===== config.mk =====
export PLATFORM = sky130hd
export DESIGN_NAME = fpl_panel
export DESIGN_NICKNAME = d
export VERILOG_FILES = /design/src/design/fpl_pkg.sv /design/src/design/fpl_debounce.sv /design/src/design/fpl_panel.sv
export SDC_FILE = /design/constraint.sdc
export NUM_CORES = 1
export LEC_CHECK = 0
export BUFFER_PORTS_ARGS = -buffer_cell sky130_fd_sc_hd__buf_2
export CELL_PAD_IN_SITES_DETAIL_PLACEMENT = 2
export CELL_PAD_IN_SITES_GLOBAL_PLACEMENT = 2
export CORE_MARGIN = 2
export CORE_UTILIZATION = 28
export DETAILED_ROUTE_END_ITERATION = 8
export PLACE_DENSITY_LB_ADDON = 0.08
export SYNTH_ARGS = -nofsm -noshare
export SYNTH_HDL_FRONTEND = slang
export SYNTH_HIERARCHICAL = 1
export SYNTH_SLANG_ARGS = --single-unit

===== constraint.sdc =====
create_clock -name clk_in -period 1.55 [get_ports clk_in]
set_clock_uncertainty 0.1 [all_clocks]
set_input_delay 0 -clock clk_in [delete_from_list [all_inputs] [get_ports clk_in]]
set_output_delay 0 -clock clk_in [all_outputs]
set_load 0.005 [all_outputs]

===== src/design/fpl_pkg.sv =====
package fpl_pkg;
    // panel modes, gray coded along clear, load, run, wait
    typedef enum logic [1:0] {
        FPL_MODE_CLEAR = 2'b00,
        FPL_MODE_LOAD = 2'b01,
        FPL_MODE_RUN = 2'b11,
        FPL_MODE_WAIT = 2'b10
    } fpl_mode_t;

    // processor-side request carried to the core
    typedef struct packed {
        logic req;
        logic write;
        logic [15:0] addr;
        logic [7:0] data;
    } fpl_mem_req_t;

    // widths and reset values
    localparam int FPL_AW = 16;
    localparam logic [15:0] FPL_ADDR_RST = 16'h0000;
    localparam logic [15:0] FPL_ADDR_STEP = 16'h0001;
    localparam logic [7:0] FPL_BYTE_RST = 8'h00;

    // debounce: button must stand still this long
    localparam int FPL_CLK_MHZ = 250;
    localparam int FPL_DEBOUNCE_US = 10;
    localparam int FPL_DEBOUNCE_CYC = FPL_DEBOUNCE_US * FPL_CLK_MHZ;
    localparam int FPL_DB_W = 12;
endpackage


===== src/design/fpl_debounce.sv =====
`timescale 1ns/100ps
// synchronises and debounces the pushbutton, gives one pulse per press
module fpl_debounce
    import fpl_pkg::*;
(
    // clock and reset
    input wire logic clk_in,
    input wire logic rst_in,
    // raw button and clean press pulse
    input wire logic button_in,
    output logic press_out
);
    logic sync_a;
    logic sync_b;
    logic stable;
    logic [FPL_DB_W-1:0] count;

    // count settle time on a changed synchronised level
    wire differs = sync_b != stable;
    wire settled = count == FPL_DB_W'(FPL_DEBOUNCE_CYC - 1);

    // two-flop synchroniser, then settle counter
    always_ff @(posedge clk_in)
    begin
        if (rst_in)
        begin
            sync_a <= 1'b0;
            sync_b <= 1'b0;
            stable <= 1'b0;
            count <= '0;
            press_out <= 1'b0;
        end
        else
        begin
            sync_a <= button_in;
            sync_b <= sync_a;
            count <= (differs && !settled) ? count + 1'b1 : '0;
            if (differs && settled)
                stable <= sync_b;
            press_out <= differs && settled && sync_b;
        end
    end

    // a press pulse is always a single cycle
    press_single_a: assert property (@(posedge clk_in)
        disable iff (rst_in)
        press_out |=> !press_out)
        else $error("press pulse too long");
endmodule


===== src/design/fpl_panel.sv =====
`timescale 1ns/100ps
////////////////////////////////////////////////////////////////////////////////
module fpl_panel
    import fpl_pkg::*;
(
    // clock and reset
    input wire logic clk_in,
    input wire logic rst_in,
    // front panel switches
    input wire logic clear_mode_switch_in,
    input wire logic load_mode_switch_in,
    input wire logic direction_switch_in,
    input wire logic entry_pushbutton_in,
    input wire logic [7:0] byte_entry_switches_in,
    // power header controls
    input wire logic clock_gate_in,
    input wire logic lamp_enable_n_in,
    input wire logic gpio_mode_in,
    // processor core side
    input wire logic core_flag_in,
    input wire logic core_out_strobe_in,
    input wire logic [7:0] core_out_data_in,
    input wire logic mem_rdata_valid_in,
    input wire logic [7:0] mem_rdata_in,
    output logic core_reset_out,
    output logic core_halt_out,
    output logic core_clk_en_out,
    output fpl_mem_req_t mem_req_out,
    // lamps and connector
    output logic [7:0] byte_display_lamps_out,
    output logic flag_lamp_out,
    output logic [7:0] connector_gpio_out,
    output logic connector_gpio_oe_n_out,
    output fpl_mode_t mode_out,
    output logic [15:0] register_zero_out
);
    ////////////////////////////////////////////////////////////////////////////
    logic press;
    logic [15:0] register_zero;
    logic [7:0] shown;
    logic read_pending;
    logic [7:0] port_latch;

    fpl_debounce u_debounce
    (
        .clk_in(clk_in),
        .rst_in(rst_in),
        .button_in(entry_pushbutton_in),
        .press_out(press)
    );

    ////////////////////////////////////////////////////////////////////////////
    // mode decode: clear/load switches, up = 1
    wire [1:0] sw = {clear_mode_switch_in, load_mode_switch_in};
    wire fpl_mode_t next_mode = (sw == 2'b00) ? FPL_MODE_LOAD :
        (sw == 2'b01) ? FPL_MODE_CLEAR :
        (sw == 2'b10) ? FPL_MODE_WAIT : FPL_MODE_RUN;
    wire in_load = next_mode == FPL_MODE_LOAD;
    wire in_clear = next_mode == FPL_MODE_CLEAR;
    wire in_run = next_mode == FPL_MODE_RUN;
    // program output bytes count only while the program runs
    wire run_out = core_out_strobe_in && in_run;
    wire access = in_load && press && !read_pending;
    wire do_write = access && direction_switch_in;
    wire do_read = access && !direction_switch_in;
    wire read_done = read_pending && mem_rdata_valid_in;
    wire [15:0] next_addr = register_zero + FPL_ADDR_STEP;
    wire lamps_on = !lamp_enable_n_in;

    ////////////////////////////////////////////////////////////////////////////
    // register zero: cleared in clear, stepped after each write and after each read whose data returns in load mode
    always_ff @(posedge clk_in)
    begin
        if (rst_in || in_clear)
            register_zero <= FPL_ADDR_RST;
        else if (do_write || read_done)
            register_zero <= next_addr;
    end

    // read tracking and shown byte
    always_ff @(posedge clk_in)
    begin
        if (rst_in)
        begin
            read_pending <= 1'b0;
            shown <= FPL_BYTE_RST;
            port_latch <= FPL_BYTE_RST;
        end
        else
        begin
            // a pending read survives only while load mode stands
            read_pending <= in_load
                && (do_read || (read_pending && !read_done));
            if (do_write)
                shown <= byte_entry_switches_in;
            else if (read_done)
                shown <= mem_rdata_in;
            else if (run_out)
                shown <= core_out_data_in;
            if (run_out)
                port_latch <= core_out_data_in;
        end
    end

    // registered outputs
    always_ff @(posedge clk_in)
    begin
        if (rst_in)
        begin
            mode_out <= FPL_MODE_CLEAR;
            core_reset_out <= 1'b1;
            core_halt_out <= 1'b0;
            core_clk_en_out <= 1'b0;
            mem_req_out <= '0;
            byte_display_lamps_out <= FPL_BYTE_RST;
            flag_lamp_out <= 1'b0;
            connector_gpio_out <= FPL_BYTE_RST;
            connector_gpio_oe_n_out <= 1'b1;
            register_zero_out <= FPL_ADDR_RST;
        end
        else
        begin
            mode_out <= next_mode;
            core_reset_out <= in_clear;
            core_halt_out <= !in_run && !in_clear;
            core_clk_en_out <= clock_gate_in;
            mem_req_out.req <= access;
            mem_req_out.write <= do_write;
            mem_req_out.addr <= register_zero;
            mem_req_out.data <= byte_entry_switches_in;
            byte_display_lamps_out <= lamps_on ? shown : 8'h00;
            flag_lamp_out <= lamps_on && core_flag_in && !in_clear;
            connector_gpio_out <= gpio_mode_in ? port_latch : 8'h00;
            connector_gpio_oe_n_out <= !gpio_mode_in;
            register_zero_out <= register_zero;
        end
    end

    ////////////////////////////////////////////////////////////////////////////
    // mode checks: decode, reset, halt and clock gate
    mode_decode_a: assert property (@(posedge clk_in)
        disable iff (rst_in)
        (sw == 2'b00) |=> mode_out == FPL_MODE_LOAD)
        else $error("load mode not decoded");
    clear_reset_a: assert property (@(posedge clk_in)
        disable iff (rst_in)
        in_clear |=> core_reset_out ##1 register_zero_out == 16'h0000)
        else $error("clear did not zero");
    wait_halt_a: assert property (@(posedge clk_in)
        disable iff (rst_in)
        (sw == 2'b10) |=> core_halt_out && !core_reset_out)
        else $error("wait did not halt");
    run_free_a: assert property (@(posedge clk_in)
        disable iff (rst_in)
        (sw == 2'b11) |=> !core_halt_out && !core_reset_out)
        else $error("run held core");
    clk_gate_a: assert property (@(posedge clk_in)
        disable iff (rst_in)
        1'b1 |=> core_clk_en_out == $past(clock_gate_in))
        else $error("clock gate wrong");

    // access checks: one request per press, direction, data, pointer
    no_idle_access_a: assert property (@(posedge clk_in)
        disable iff (rst_in)
        !press |=> !mem_req_out.req)
        else $error("access without press");
    busy_refuse_a: assert property (@(posedge clk_in)
        disable iff (rst_in)
        read_pending |=> !mem_req_out.req)
        else $error("access while read pending");
    write_dir_a: assert property (@(posedge clk_in)
        disable iff (rst_in)
        do_write |=> mem_req_out.req && mem_req_out.write)
        else $error("write direction wrong");
    read_dir_a: assert property (@(posedge clk_in)
        disable iff (rst_in)
        do_read |=> mem_req_out.req && !mem_req_out.write)
        else $error("read direction wrong");
    write_data_a: assert property (@(posedge clk_in)
        disable iff (rst_in)
        do_write |=> mem_req_out.data == $past(byte_entry_switches_in))
        else $error("wrong entry byte");
    write_step_a: assert property (@(posedge clk_in)
        disable iff (rst_in)
        do_write |=> register_zero == $past(register_zero) + 16'h0001)
        else $error("pointer not stepped");
    read_step_a: assert property (@(posedge clk_in)
        disable iff (rst_in)
        (read_done && !in_clear)
            |=> register_zero == $past(register_zero) + 16'h0001)
        else $error("pointer not stepped after read");
    read_show_a: assert property (@(posedge clk_in)
        disable iff (rst_in)
        (read_done && !core_out_strobe_in) |=> shown == $past(mem_rdata_in))
        else $error("read byte not shown");

    // lamp and connector checks
    run_show_a: assert property (@(posedge clk_in)
        disable iff (rst_in)
        (run_out && !read_done) |=> shown == $past(core_out_data_in))
        else $error("program byte not shown");
    lamp_dark_a: assert property (@(posedge clk_in)
        disable iff (rst_in)
        lamp_enable_n_in |=> byte_display_lamps_out == 8'h00 && !flag_lamp_out)
        else $error("lamps lit while disabled");
    flag_lamp_a: assert property (@(posedge clk_in)
        disable iff (rst_in)
        (!lamp_enable_n_in && !in_clear)
            |=> flag_lamp_out == $past(core_flag_in))
        else $error("flag lamp wrong");
    gpio_route_a: assert property (@(posedge clk_in)
        disable iff (rst_in)
        !gpio_mode_in |=> connector_gpio_oe_n_out)
        else $error("gpio driven in parallel mode");
    gpio_data_a: assert property (@(posedge clk_in)
        disable iff (rst_in)
        gpio_mode_in |=> connector_gpio_out == $past(port_latch))
        else $error("gpio byte wrong");

    // main scenarios
    cover_write_c: cover property (@(posedge clk_in) do_write);
    cover_read_c: cover property (@(posedge clk_in) read_done);
    cover_run_out_c: cover property (@(posedge clk_in) run_out);
    cover_wait_run_c: cover property (@(posedge clk_in)
        next_mode == FPL_MODE_WAIT ##1 next_mode == FPL_MODE_RUN);
    cover_refused_c: cover property (@(posedge clk_in) press && !in_load);
endmodule


=== After elaboration in Yosys (flattened, before gate mapping) ===
Cells that the tools add are included.

* Flip-flop bits (word level): 98
* Output and inout port bits: 65
* Word-level logic and storage cells: 68

* Add/subtract/negate cells: 2
* Equality and inequality tests: 6
* Mux-type cells: 6
* Bitwise gates (word level): 2
* Reduce and logical (&&, ||, !) cells: 31

{| class="wikitable"
|+ Operators with widths
! cell !! number
|-
| 8-bit 2-to-1 mux || 3
|-
| 16-bit by 1-bit adder with 16-bit output (second input constant) || 1
|-
| 1-bit logical AND || 14
|-
| 12-bit by 1-bit adder with 12-bit output (second input constant) || 1
|-
| 12-bit equality test (second input constant) || 1
|-
| 1-bit zero test || 8
|-
| 2-bit OR reduction || 3
|-
| 2-bit by 1-bit equality test with 1-bit output (second input constant) || 2
|-
| 2-bit equality test (second input constant) || 2
|-
| 2-bit zero test || 2
|-
| 2-bit 2-to-1 mux || 2
|-
| 1-bit logical OR || 3
|-
| 3-bit nonzero test || 1
|-
| 1-bit inverter || 2
|-
| 1-bit 2-to-1 mux || 1
|-
| 1-bit != test || 1
|}

=== Logic depth before layout (Yosys ltp) ===
Gate-level depths: netlist of run 1.

* Depth in word-level cells: 10
* Gate-level depth with buffers: 8

=== By module ===
Netlist of run 1, hierarchy kept.

{| class="wikitable"
|+ By module, submodules not included
! module !! times used !! cells each !! area each (um2) !! seq. area each (um2)
|-
| fpl_panel || 1 || 308 || 3019.1 || 1641.6
|-
| fpl_debounce || 1 || 69 || 685.7 || 320.3
|}

=== Worst setup path after synthesis of run 1 ===
OpenSTA, ideal clock, no wires.

* Path type: register -> register
* From: reg read_pending
* To: reg register_zero[15]
* Arrival time: 1.464 ns
* Data required time: 1.380 ns
* Slack: -0.084 ns
* Cell stages (with the launch flop): 6
* Buffers on the path: 1
* Period minus slack after synthesis: 1.634 ns
* Cells stage by stage: dfxtp_1 > and4b_1 > buf_6 > o2111ai_4 > or4_1 > a21oi_1

* Longest elaborated chain between the ends: 4

{| class="wikitable"
|+ RTL lines
! element !! line !! source
|-
| from (decl) || fpl_panel.sv:41 || <nowiki>logic read_pending;</nowiki>
|-
| from (signal assigned) || fpl_panel.sv:92 || <nowiki>read_pending <= in_load</nowiki>
|-
| 1-bit zero test || fpl_panel.sv:63 || <nowiki>wire access = in_load && press && !read_pending;</nowiki>
|-
| 1-bit logical AND || fpl_panel.sv:63 ||
|-
| 1-bit logical AND || fpl_panel.sv:64 || <nowiki>wire do_write = access && direction_switch_in;</nowiki>
|-
| 1-bit logical OR * || fpl_panel.sv:76 || <nowiki>else if (do_write || read_done)</nowiki>
|-
| to (signal assigned) || fpl_panel.sv:77 || <nowiki>register_zero <= next_addr;</nowiki>
|-
| to (decl) || fpl_panel.sv:39 || <nowiki>logic [15:0] register_zero;</nowiki>
|}

Every way passes the cells marked *; elsewhere a longest branch is shown, timed or not.
A chain may end at the register's enable or synchronous reset.

=== Final worst setup path of run 1 ===
* From: reg read_pending
* To: reg register_zero[14]

Same word-level chain as after synthesis.

==> results of run 1 <==
layout make-up:
class                           count  share of cell area (%)
Timing Repair Buffer              166                    20.8
Inverter                            8                   0.576
Tap cell                          176                    4.23
Clock inverter                      4                    1.42
Sequential cell                    98                    37.7
Clock buffer                       12                    4.92
Multi-Input combinational cell    241                    30.3
final timing paths:
check | startpoint | cells after the start | to | slack [ps]
hold / removal | load_mode_switch_in | 5 | mode_out[0]$_SDFF_PP0_ | 20
setup reg to reg | read_pending$_SDFF_PP0_ | 4 | register_zero[14]$_SDFFE_PP0P_ | -50
setup / recovery | read_pending$_SDFF_PP0_ | 4 | register_zero[14]$_SDFFE_PP0P_ | -50
hold reg to reg | u_debounce/sync_a$_SDFF_PP0_ | 1 | u_debounce/sync_b$_SDFF_PP0_ | 340
cell families (layout without fill, tap and decap cells):
group                      after synthesis  after routing  share of synthesized area [%]
adders and majority gates                6              6                           2.03
muxes                                    9              9                           2.43
AOI/OAI and AO/OA                       50             50                           8.68
and+or+nand+nor                        159            159                           23.8
xor gates and xnor gates                17             17                           4.02
buffers and inverters                   38            190                           6.11
DFF                                     98             98                           53.0
tightest hold or removal path, cell delays in order:
cell,delay (ps)
buf_2,100
inv_1,70
buf_4,100
ha_1,110
nor2_1,40
power by group through the flow:
| stage | Combinational, W | Clock [W] | Sequential, W |
|---|---|---|---|
| floorplan | 0.0000902 | 0 | 0.00263 |
| detailed placement | 0.000230 | 0 | 0.00263 |
| finish | 0.000280 | 0.00246 | 0.00257 |
| CTS | 0.000285 | 0.00255 | 0.00257 |
| global placement | 0.000225 | 0 | 0.00263 |
| global route | 0.000314 | 0.00265 | 0.00258 |
flip-flops by register name, indices dropped and copies added, names as in the netlist, 2 cells and up:
register	flops
byte_display_lamps_out	8
mem_req_out	10
port_latch	8
register_zero_out	16
connector_gpio_out	8
mode_out	2
shown	8
register_zero	16
u_debounce/count	12
cell usage in the layout (no fill, tap or decap), drive strengths merged, types with 6 or more instances in the layout:
| cell type | n |
|---|---|
| nor2 | 34 |
| nand3 | 8 |
| or3 | 8 |
| xnor2 | 11 |
| nor2b | 26 |
| ha | 6 |
| mux2i | 9 |
| nand2 | 37 |
| a211o | 8 |
| xor2 | 6 |
| dlygate4sd3 | 26 |
| a21oi | 27 |
| o21ai | 9 |
| dfxtp | 98 |
| clkbuf | 12 |
| and2 | 19 |
| buf | 140 |
| inv | 8 |
| nor3 | 6 |
what timing repair did:
item	in CTS	in global routing
endpoints found under the setup margin	20	22
hold endpoints to repair	43	0
hold buffers	26	0
pin swaps	3	3
resized for setup	12	11
setup buffers	0	0
metal layers:
metal / GRT usage, % / part of all wire, % / vias to the layer above
li1: - / - / 1539
met1: 16.2 / 41 / 1511
met2: 27.4 / 52 / 64
met3: 4.17 / 5.1 / 13
met4: 7.37 / 2.1 / 0
met5: 0 / 0 / -
per-stage QoR:
step	instance area (um^2)	util (%)	setup TNS [ps]	setup slack (ps)	hold WS (ps)
2_1_floorplan	3710	-	-84.0	-84.0	-28.4
3_3_place_gp	4540	34.7	-1650	-147	92.5
3_5_place_dp	4540	34.7	-2890	-233	94.6
4_1_cts	5170	39.5	-557	-67.9	14.8
5_1_grt	5210	39.8	-1510	-146	49.5
6_report	5210	39.8	-352	-49.1	24.6
==> summary.md, run 1 <==
| Metric | Value |
|---|---|
| Status | complete, but fails checks |
| Failing checks | negative setup slack |
| Top cell type's share of synthesized area | 53.0% |
| Vias in the first global route | 3347 |
| Comb power frac | 5.3% |
| Seq/Total Area, Yosys | 53.0% |
| Post-synth EDFFs | 0 |
| CTS root buf | clkbuf_16 |
| Initial DRT Pass Iterations | 4 |
| Clock power share | 46.3% |
| Total global-route track usage | 15.2% |
| CP Launch Type | flop |
| Worst-Skew Late Latency | 350 ps |
| Dominant synthesized flop cell | dfxtp_1 |
| Crit path time final | 1600 ps |
| Final Slew Violations | 0 |
| Max Clock Freq | 625 MHz |
| Switching power | 0.00111 W |
| Synth Instances | 377 |
| Port-buffer cells | 100 |
| Post-Layout Cell Count | 705 |
| Post-synth ARST share | 0% |
| Rows | 42 |
| Width of the die | 119 um |
| Sequential cell area | 1970 um^2 |
| Syn Std Cell Area | 3700 um^2 |
| Remaining Overflow, GRT | 0 |
| #FFs+latches synth | 98 |
| Post-synthesis area per instance | 9.83 um^2 |
| CP endpoint kind | flop |
| Critical path arrival | 1780 ps |
| CP Class | flop to flop |
| Area growth, synth to finish | 40.6% |
| CTS tree | built |
| Ant diodes | 0 |
| Yosys warns | 6 |
| WP data required | 1730 ps |
| Post-route ant nets | 0 |
| # setup viols final | 10 |
| Final setup margin | -49.1 ps |
| Area contributors post-synth | dfxtp_1 (53%), nor2b_1 (4.4%), a21oi_1 (3.6%) |
| Internal power | 0.00421 W |
| CTS clk-pin slew, worst paths | 70 ps |
| WP buf/inv | 0 |
| Sequential power share | 48.4% |
| Share of layout cells above drive strength 1 | 34.8% |
| Post-synth top cells | dfxtp_1 (98), nand2_1 (36), nor2_1 (34) |
| CTS sink cnt | 98 |
| Max VDD drop | 0.401 mV |
| Most frequent cell after synthesis | dfxtp_1 |
| Nets@finish | 566 |
| Fill cell count | 1426 |
| Die height | 119 um |
| Largest area contributor in the netlist | dfxtp_1 |
| Final hold violation count | 0 |
| Placed Cells | 663 |
| Top Ports | 101 |
| Initial Utilization | 28.3% |
| Num CTS Buffers | 9 |
| Leakage | 2.23 nW |
| Least-Margin Pin Slew | 595 ps |
| Switching Fraction | 20.8% |
| Max-slew headroom | 60.3% |
| Largest net degree at the start of global routing | 21 |
| Crit path max fanout | 9 |
| Post-synthesis net count | 419 |
| Final worst-path cycle share | 103% |
| Critical Path Max Stage Delay | 400 ps |
| Via count | 3127 |
| HPWL after detailed placement | 7.25 mm |
| First-pass GRT wire length | 16.6 mm |
| Core area | 13100 um^2 |
| Wire per inst | 14.3 um |
| CTS HTree Levels | 3 |
| Delay-heaviest family, CP | simple AND/OR/NAND/NOR gates |
| # DRC | 0 |
| Power Density | 1020 nW/um^2 |
| Worst-path cell chain | and4b_2, o211ai_2, or3_1, a21oi_1 |
| Slowest stage cell, crit path | or3_1 |
| Routability cong. | 0.725 |
| Max clock buf depth | 2 |
| Number of distinct library cells after synthesis | 43 |
| Multi-input logic area | 1580 um^2 |
| Drt total wl | 10.1 mm |
| Setup repair after global routing missed its margin | yes |
| Design Power | 0.00532 W |
| DRT iter0 DRCs | 52 |
| Min-delay worst type | input pin to flop |
| Die Footprint | 14200 um^2 |
| Max cap viols | 0 |
| Initial antenna violation count | 0 |
| Via-to-Cell Ratio | 4.44 |
No activity file was read; power rests on OpenSTA's default activity.
==> run 2, diff against run 1 <==
Settings changed: CORE_MARGIN 2 to 1.5.
==> run 2 against run 1 <==
Effect of this change:
- the run still ends with negative setup slack left
- maximum frequency is 2.5% lower
- critical path depth is the same
- final area up 2.6%
- worst setup slack got worse by 41 ps
- routed wire length is 4.1% higher
- die area decreased by 1.7%
- highest routed layer unchanged
- combinational power grew 3%
==> summary.md, run 2 (synthesis gave the netlist of run 1 again) <==
| Metric | Value |
|---|---|
| Status | complete, but fails checks |
| Failing checks | negative setup slack |
| WP data required | 1730 ps |
| DRT iter0 DRCs | 78 |
| CTS clk-pin slew, worst paths | 70 ps |
| Crit path time final | 1640 ps |
| Share of layout cells above drive strength 1 | 35.6% |
| First-pass GRT wire length | 17.0 mm |
| Setup repair after global routing missed its margin | yes |
| Commonest non-fill, non-tap cell in the layout | buf_2 |
| CTS HTree Levels | 3 |
| Hold_ws | 20.0 ps |
| CTS tree | built |
| Post-route ant nets | 0 |
| Wire per inst | 14.9 um |
| Width of the die | 118 um |
| Area growth, synth to finish | 44.3% |
| Num CTS Buffers | 9 |
| Max-slew headroom | 67.4% |
| Slowest stage cell, crit path | or4_4 |
| Initial DRT Pass Iterations | 4 |
| Least-Margin Pin Slew | 489 ps |
| CP Class | flop to flop |
| Initial Utilization | 29.0% |
| Rows | 41 |
| Top Registers | register_zero: 16 flops, register_zero_out: 16 flops, u_debounce/count: 12 flops |
| Critical Path Max Stage Delay | 520 ps |
| Worst-Skew Late Latency | 350 ps |
| Via count | 3117 |
| CP Launch Type | flop |
| Final setup margin | -90.6 ps |
| Critical path arrival | 1820 ps |
| HPWL after detailed placement | 7.19 mm |
| Nets@finish | 570 |
| WP buf/inv | 0 |
| Remaining Overflow, GRT | 0 |
| Port-buffer cells | 100 |
| Final Slew Violations | 0 |
| Post-Layout Cell Count | 705 |
| Core area | 12800 um^2 |
| Via-to-Cell Ratio | 4.42 |
| Power Density | 1070 nW/um^2 |
| Die height | 118 um |
| Largest net degree at the start of global routing | 30 |
| Max Clock Freq | 610 MHz |
| # DRC | 0 |
| Placed Cells | 658 |
| Ant diodes | 0 |
| Vias in the first global route | 3368 |
| CTS sink cnt | 98 |
| Top Ports | 101 |
| Max VDD drop | 0.675 mV |
| Final hold violation count | 0 |
| Crit path max fanout | 4 |
| Leakage | 2.29 nW |
| Worst-path cell chain | and4b_2, o2111ai_4, or4_4, a21oi_2 |
| Die Footprint | 13900 um^2 |
| Total global-route track usage | 15.6% |
| Min-delay worst type | input pin to flop |
| Delay-heaviest family, CP | simple AND/OR/NAND/NOR gates |
| # setup viols final | 9 |
| Drt total wl | 10.5 mm |
| Routability cong. | 0.727 |
| Final worst-path cycle share | 106% |
| CTS root buf | clkbuf_16 |
| CP endpoint kind | flop |
| Most frequent cells in the layout | buf_2 (101), dfxtp_1 (97), buf_4 (36) |
| Initial antenna violation count | 1 |
| Max clock buf depth | 2 |
| Max cap viols | 0 |
run 2: layout make-up:
cell class | instances | area [um^2]
fill | 1403 | 7430
sequential | 98 | 1960
multi-input combinational | 241 | 1610
timing repair buffer | 170 | 1150
clock buffer | 11 | 233
tap | 172 | 215
clock inverter | 5 | 150
inverter | 8 | 30.0
run 2: repair_timing:
action / CTS / global route
buffers inserted: 2 / 1
hold buffers: 26 / 0
pin swaps: 14 / 7
cloned: 2 / 1
endpoints found under the hold margin: 39 / 0
setup endpoints to repair: 33 / 35
resized for setup: 21 / 9
run 2: report_power, final:
part           leakage [nW]  switching (W)  internal, W
sequential            0.796      0.0000147      0.00256
combinational          1.31       0.000137     0.000150
clock                 0.184       0.000953      0.00191
run 2: per-layer routing:
metal  vias to the layer above  GRT usage [%]  routed length (um)
li1                       1544              -                   -
met1                      1495           17.0                4280
met2                        69           27.7                5470
met3                         9           6.06                 605
met4                         0           4.80                 120
met5                         -              0                   0
run 2: worst paths after layout:
path	depth (start not counted)	from	slack (ps)	to
max	4	read_pending$_SDFF_PP0_	-90	register_zero[15]$_SDFFE_PP0P_
min	3	rst_in	20	connector_gpio_oe_n_out$_SDFF_PP1_
max reg2reg	4	read_pending$_SDFF_PP0_	-90	register_zero[15]$_SDFFE_PP0P_
min reg2reg	1	u_debounce/sync_a$_SDFF_PP0_	350	u_debounce/sync_b$_SDFF_PP0_
run 2: per-stage QoR:
stage / power, W / utilization [%] / cell area (um^2) / setup slack [ps] / setup TNS (ps)
2_1_floorplan: 0.00272 / - / 3710 / -84.0 / -84.0
3_3_place_gp: 0.00286 / 35.6 / 4540 / -139 / -1750
3_5_place_dp: 0.00286 / 35.6 / 4540 / -214 / -3330
4_1_cts: 0.00582 / 41.5 / 5300 / -83.5 / -791
5_1_grt: 0.00596 / 41.9 / 5350 / -164 / -1770
6_report: 0.00572 / 41.9 / 5350 / -90.6 / -315
run 2: worst reg2reg max path, delay by kind of cell, from the launching register on:
family | cells | cell delay [ps]
compound gates | 2 | 280
flops | 1 | 330
simple gates | 2 | 880
==> run 3, diff against run 2 <==
Settings changed: ABC_AREA from default to 1, CORE_UTILIZATION 28 to 26.
==> run 3 against run 2 <==
Effect of this change:
- the flow now finishes without violations
- global-route usage decreased by 0.20 points
- power fell by 13%
- hold slack improved by 9.2 ps
- sequential cell count is the same
==> summary.md, run 3 <==
| Metric | Value |
|---|---|
| Drt total wl | 11.3 mm |
| Max clock buf depth | 2 |
| Max VDD drop | 0.489 mV |
| Port-buffer cells | 100 |
| Top Ports | 101 |
| Remaining Overflow, GRT | 0 |
| CTS root buf | clkbuf_16 |
| Status | finished clean |
| Initial antenna violation count | 1 |
| Min-delay worst type | input pin to flop |
| HPWL after detailed placement | 8.32 mm |
| Critical path arrival | 1560 ps |
| #FFs+latches synth | 98 |
| Wire per inst | 14.1 um |
| CP Class | flop to flop |
| Setup repair after global routing missed its margin | no |
| Core area | 14500 um^2 |
| Crit path time final | 1420 ps |
| Post-synth top cells | nor2_1 (100), dfxtp_1 (98), nand2_1 (88) |
| Routability cong. | 0.721 |
| Leakage | 2.31 nW |
| Fill cell count | 1705 |
| Setup TNS | 0 ps |
| Top Registers | register_zero: 16 flops, register_zero_out: 16 flops, u_debounce/count: 12 flops |
| Buffer count from post-CTS setup fixing | 0 |
| Syn Std Cell Area | 3830 um^2 |
| Post-synthesis net count | 535 |
| Die height | 124 um |
| Final hold violation count | 0 |
| Area contributors post-synth | dfxtp_1 (51%), nor2_1 (9.8%), nand2_1 (8.6%) |
| Max-slew headroom | 76.7% |
| Rows | 44 |
| Initial Utilization | 26.4% |
| Final Slew Violations | 0 |
| # setup viols final | 0 |
| Seq/Total Area, Yosys | 51.3% |
| Post-route ant nets | 0 |
| Crit Reg-Reg Endpoint | u_debounce/count[9]$_SDFF_PP0_ |
| Post-synth ARST share | 0% |
| Total global-route track usage | 15.4% |
| Most frequent cells in the layout | buf_2 (100), nor2_1 (97), dfxtp_1 (96) |
| Reg2Reg Depth | 6 |
| Vias in the first global route | 3710 |
| CTS tree | built |
| Critical Path Sink | u_debounce/count[9]$_SDFF_PP0_ |
| Ant diodes | 0 |
| # DRC | 0 |
| DRT iter0 DRCs | 107 |
| Nets@finish | 659 |
| Dominant synthesized flop cell | dfxtp_1 |
| WP data required | 1680 ps |
| Max cap viols | 0 |
| CTS clk-pin slew, worst paths | 70 ps |
| Num CTS Buffers | 9 |
| Top cell type's share of synthesized area | 51.3% |
| CP endpoint kind | flop |
| Worst-Skew Late Latency | 350 ps |
| Via-to-Cell Ratio | 4.29 |
| Synth Instances | 493 |
| Most frequent cell after synthesis | nor2_1 |
| Reg-to-Reg Start | u_debounce/count[1]$_SDFF_PP0_ |
| Power Density | 993 nW/um^2 |
| Least-Margin Pin Slew | 348 ps |
| Yosys warns | 6 |
| CTS HTree Levels | 3 |
| Initial DRT Pass Iterations | 4 |
| Register-to-register setup slack | 130 ps |
| Final worst-path cycle share | 91.9% |
| Commonest non-fill, non-tap cell in the layout | buf_2 |
| Largest area contributor in the netlist | dfxtp_1 |
| Width of the die | 124 um |
| Via count | 3458 |
| Die Footprint | 15500 um^2 |
| Util after Layout | 34.7% |
| Number of distinct library cells after synthesis | 32 |
| Share of layout cells above drive strength 1 | 24.6% |
| Critical path startpoint | u_debounce/count[1]$_SDFF_PP0_ |
| Sequential cell area | 1960 um^2 |
| First-pass GRT wire length | 18.9 mm |
| Crit path max fanout | 12 |
| CTS sink cnt | 98 |
| CP Launch Type | flop |
| Post-synthesis area per instance | 7.76 um^2 |
| Area growth, synth to finish | 31.4% |
| Post-synth EDFFs | 0 |
| Max Clock Freq | 702 MHz |
| Multi-input logic area | 1440 um^2 |
| Largest net degree at the start of global routing | 20 |
==> run 3: cell count changes after synthesis, sizes merged, moves of 8 or more <==
| cell | previous run | this run |
|---|---|---|
| inv | 8 | 69 |
| or3 | 8 | 0 |
| xnor2 | 11 | 1 |
| a211o | 8 | 0 |
| o21ai | 9 | 32 |
| nand3 | 8 | 18 |
| and2 | 19 | 0 |
| nor2 | 34 | 104 |
| mux2i | 9 | 0 |
| nand2 | 37 | 93 |
| nor2b | 26 | 0 |
==> run 3: cells by family after synthesis <==
| family | Yosys count | synth area share [%] |
|---|---|---|
| AOI/OAI and AO/OA | 57 | 7.88 |
| xor gates and xnor gates | 5 | 1.14 |
| adders and majority gates | 6 | 1.96 |
| buffers and inverters | 96 | 12.0 |
| DFF | 98 | 51.3 |
| and+or+nand+nor | 231 | 25.7 |
==> run 3: worst min path at each step <==
stage / startpoint / to / slack (ps) / cells past startpoint
finish: mem_rdata_in[0] / shown[0]$_SDFFE_PP0P_ / 30 / 7
global route: mem_rdata_in[0] / shown[0]$_SDFFE_PP0P_ / 60 / 7
CTS: direction_switch_in / register_zero[1]$_SDFFE_PP0P_ / 20 / 5
detailed placement: lamp_enable_n_in / flag_lamp_out$_SDFF_PP0_ / 80 / 2
global placement: lamp_enable_n_in / flag_lamp_out$_SDFF_PP0_ / 80 / 2
floorplan: rst_in / u_debounce/stable$_SDFFE_PP0P_ / -30 / 1
==> run 3: where the power goes <==
part	internal [W]	leakage [nW]	total (W)	switching, W
Clock	0.00109	0.123	0.00208	0.000992
Sequential	0.00257	0.797	0.00259	0.0000170
Combinational	0.000152	1.39	0.000322	0.000170
Total	0.00382	2.31	0.00499	0.00118
==> run 3: layout make-up <==
cell class	instances	area share (%)
well taps	184	4.58
inverters	69	5.15
clock inverters	4	0.572
multi-input cells	299	28.6
repair buffers	140	17.3
flip-flops and latches	98	39.0
clock buffers	12	4.70
==> run 3: worst max-delay path, cell delays in order (launching register included) <==
cell and delay, ps:
dfxtp_1 360, ha_2 230, nand2_1 110, nor2_2 130, nand3_2 170, nand2_8 160
a21oi_1 50
==> run 3: metal layers <==
layer	vias to the layer above	part of all wire, %	track usage, %
met5	-	0.11	0
met4	2	1.8	6.69
met3	15	3.5	2.62
met2	78	48	26.6
met1	1613	46	18.7
li1	1750	-	-
==> run 3: timing repair <==
action	in CTS	in global routing
hold buffers	29	1
resized for setup	2	9
pin swaps	0	1
endpoints found under the setup margin	11	21
endpoints found under the hold margin	37	1
==> run 3: stage by stage <==
step	power (W)	cells	cell area (um^2)	hold WS, ps	setup WS [ps]
after CTS	0.00511	807	5010	18.4	10.8
after floorplan	0.00277	493	3830	-30.9	200
after global placement	0.00291	762	4450	80.2	41.1
after detailed placement	0.00292	762	4450	84.5	-55.6
after global routing	0.00523	806	5030	58.9	1.21
final	0.00499	806	5030	29.1	126
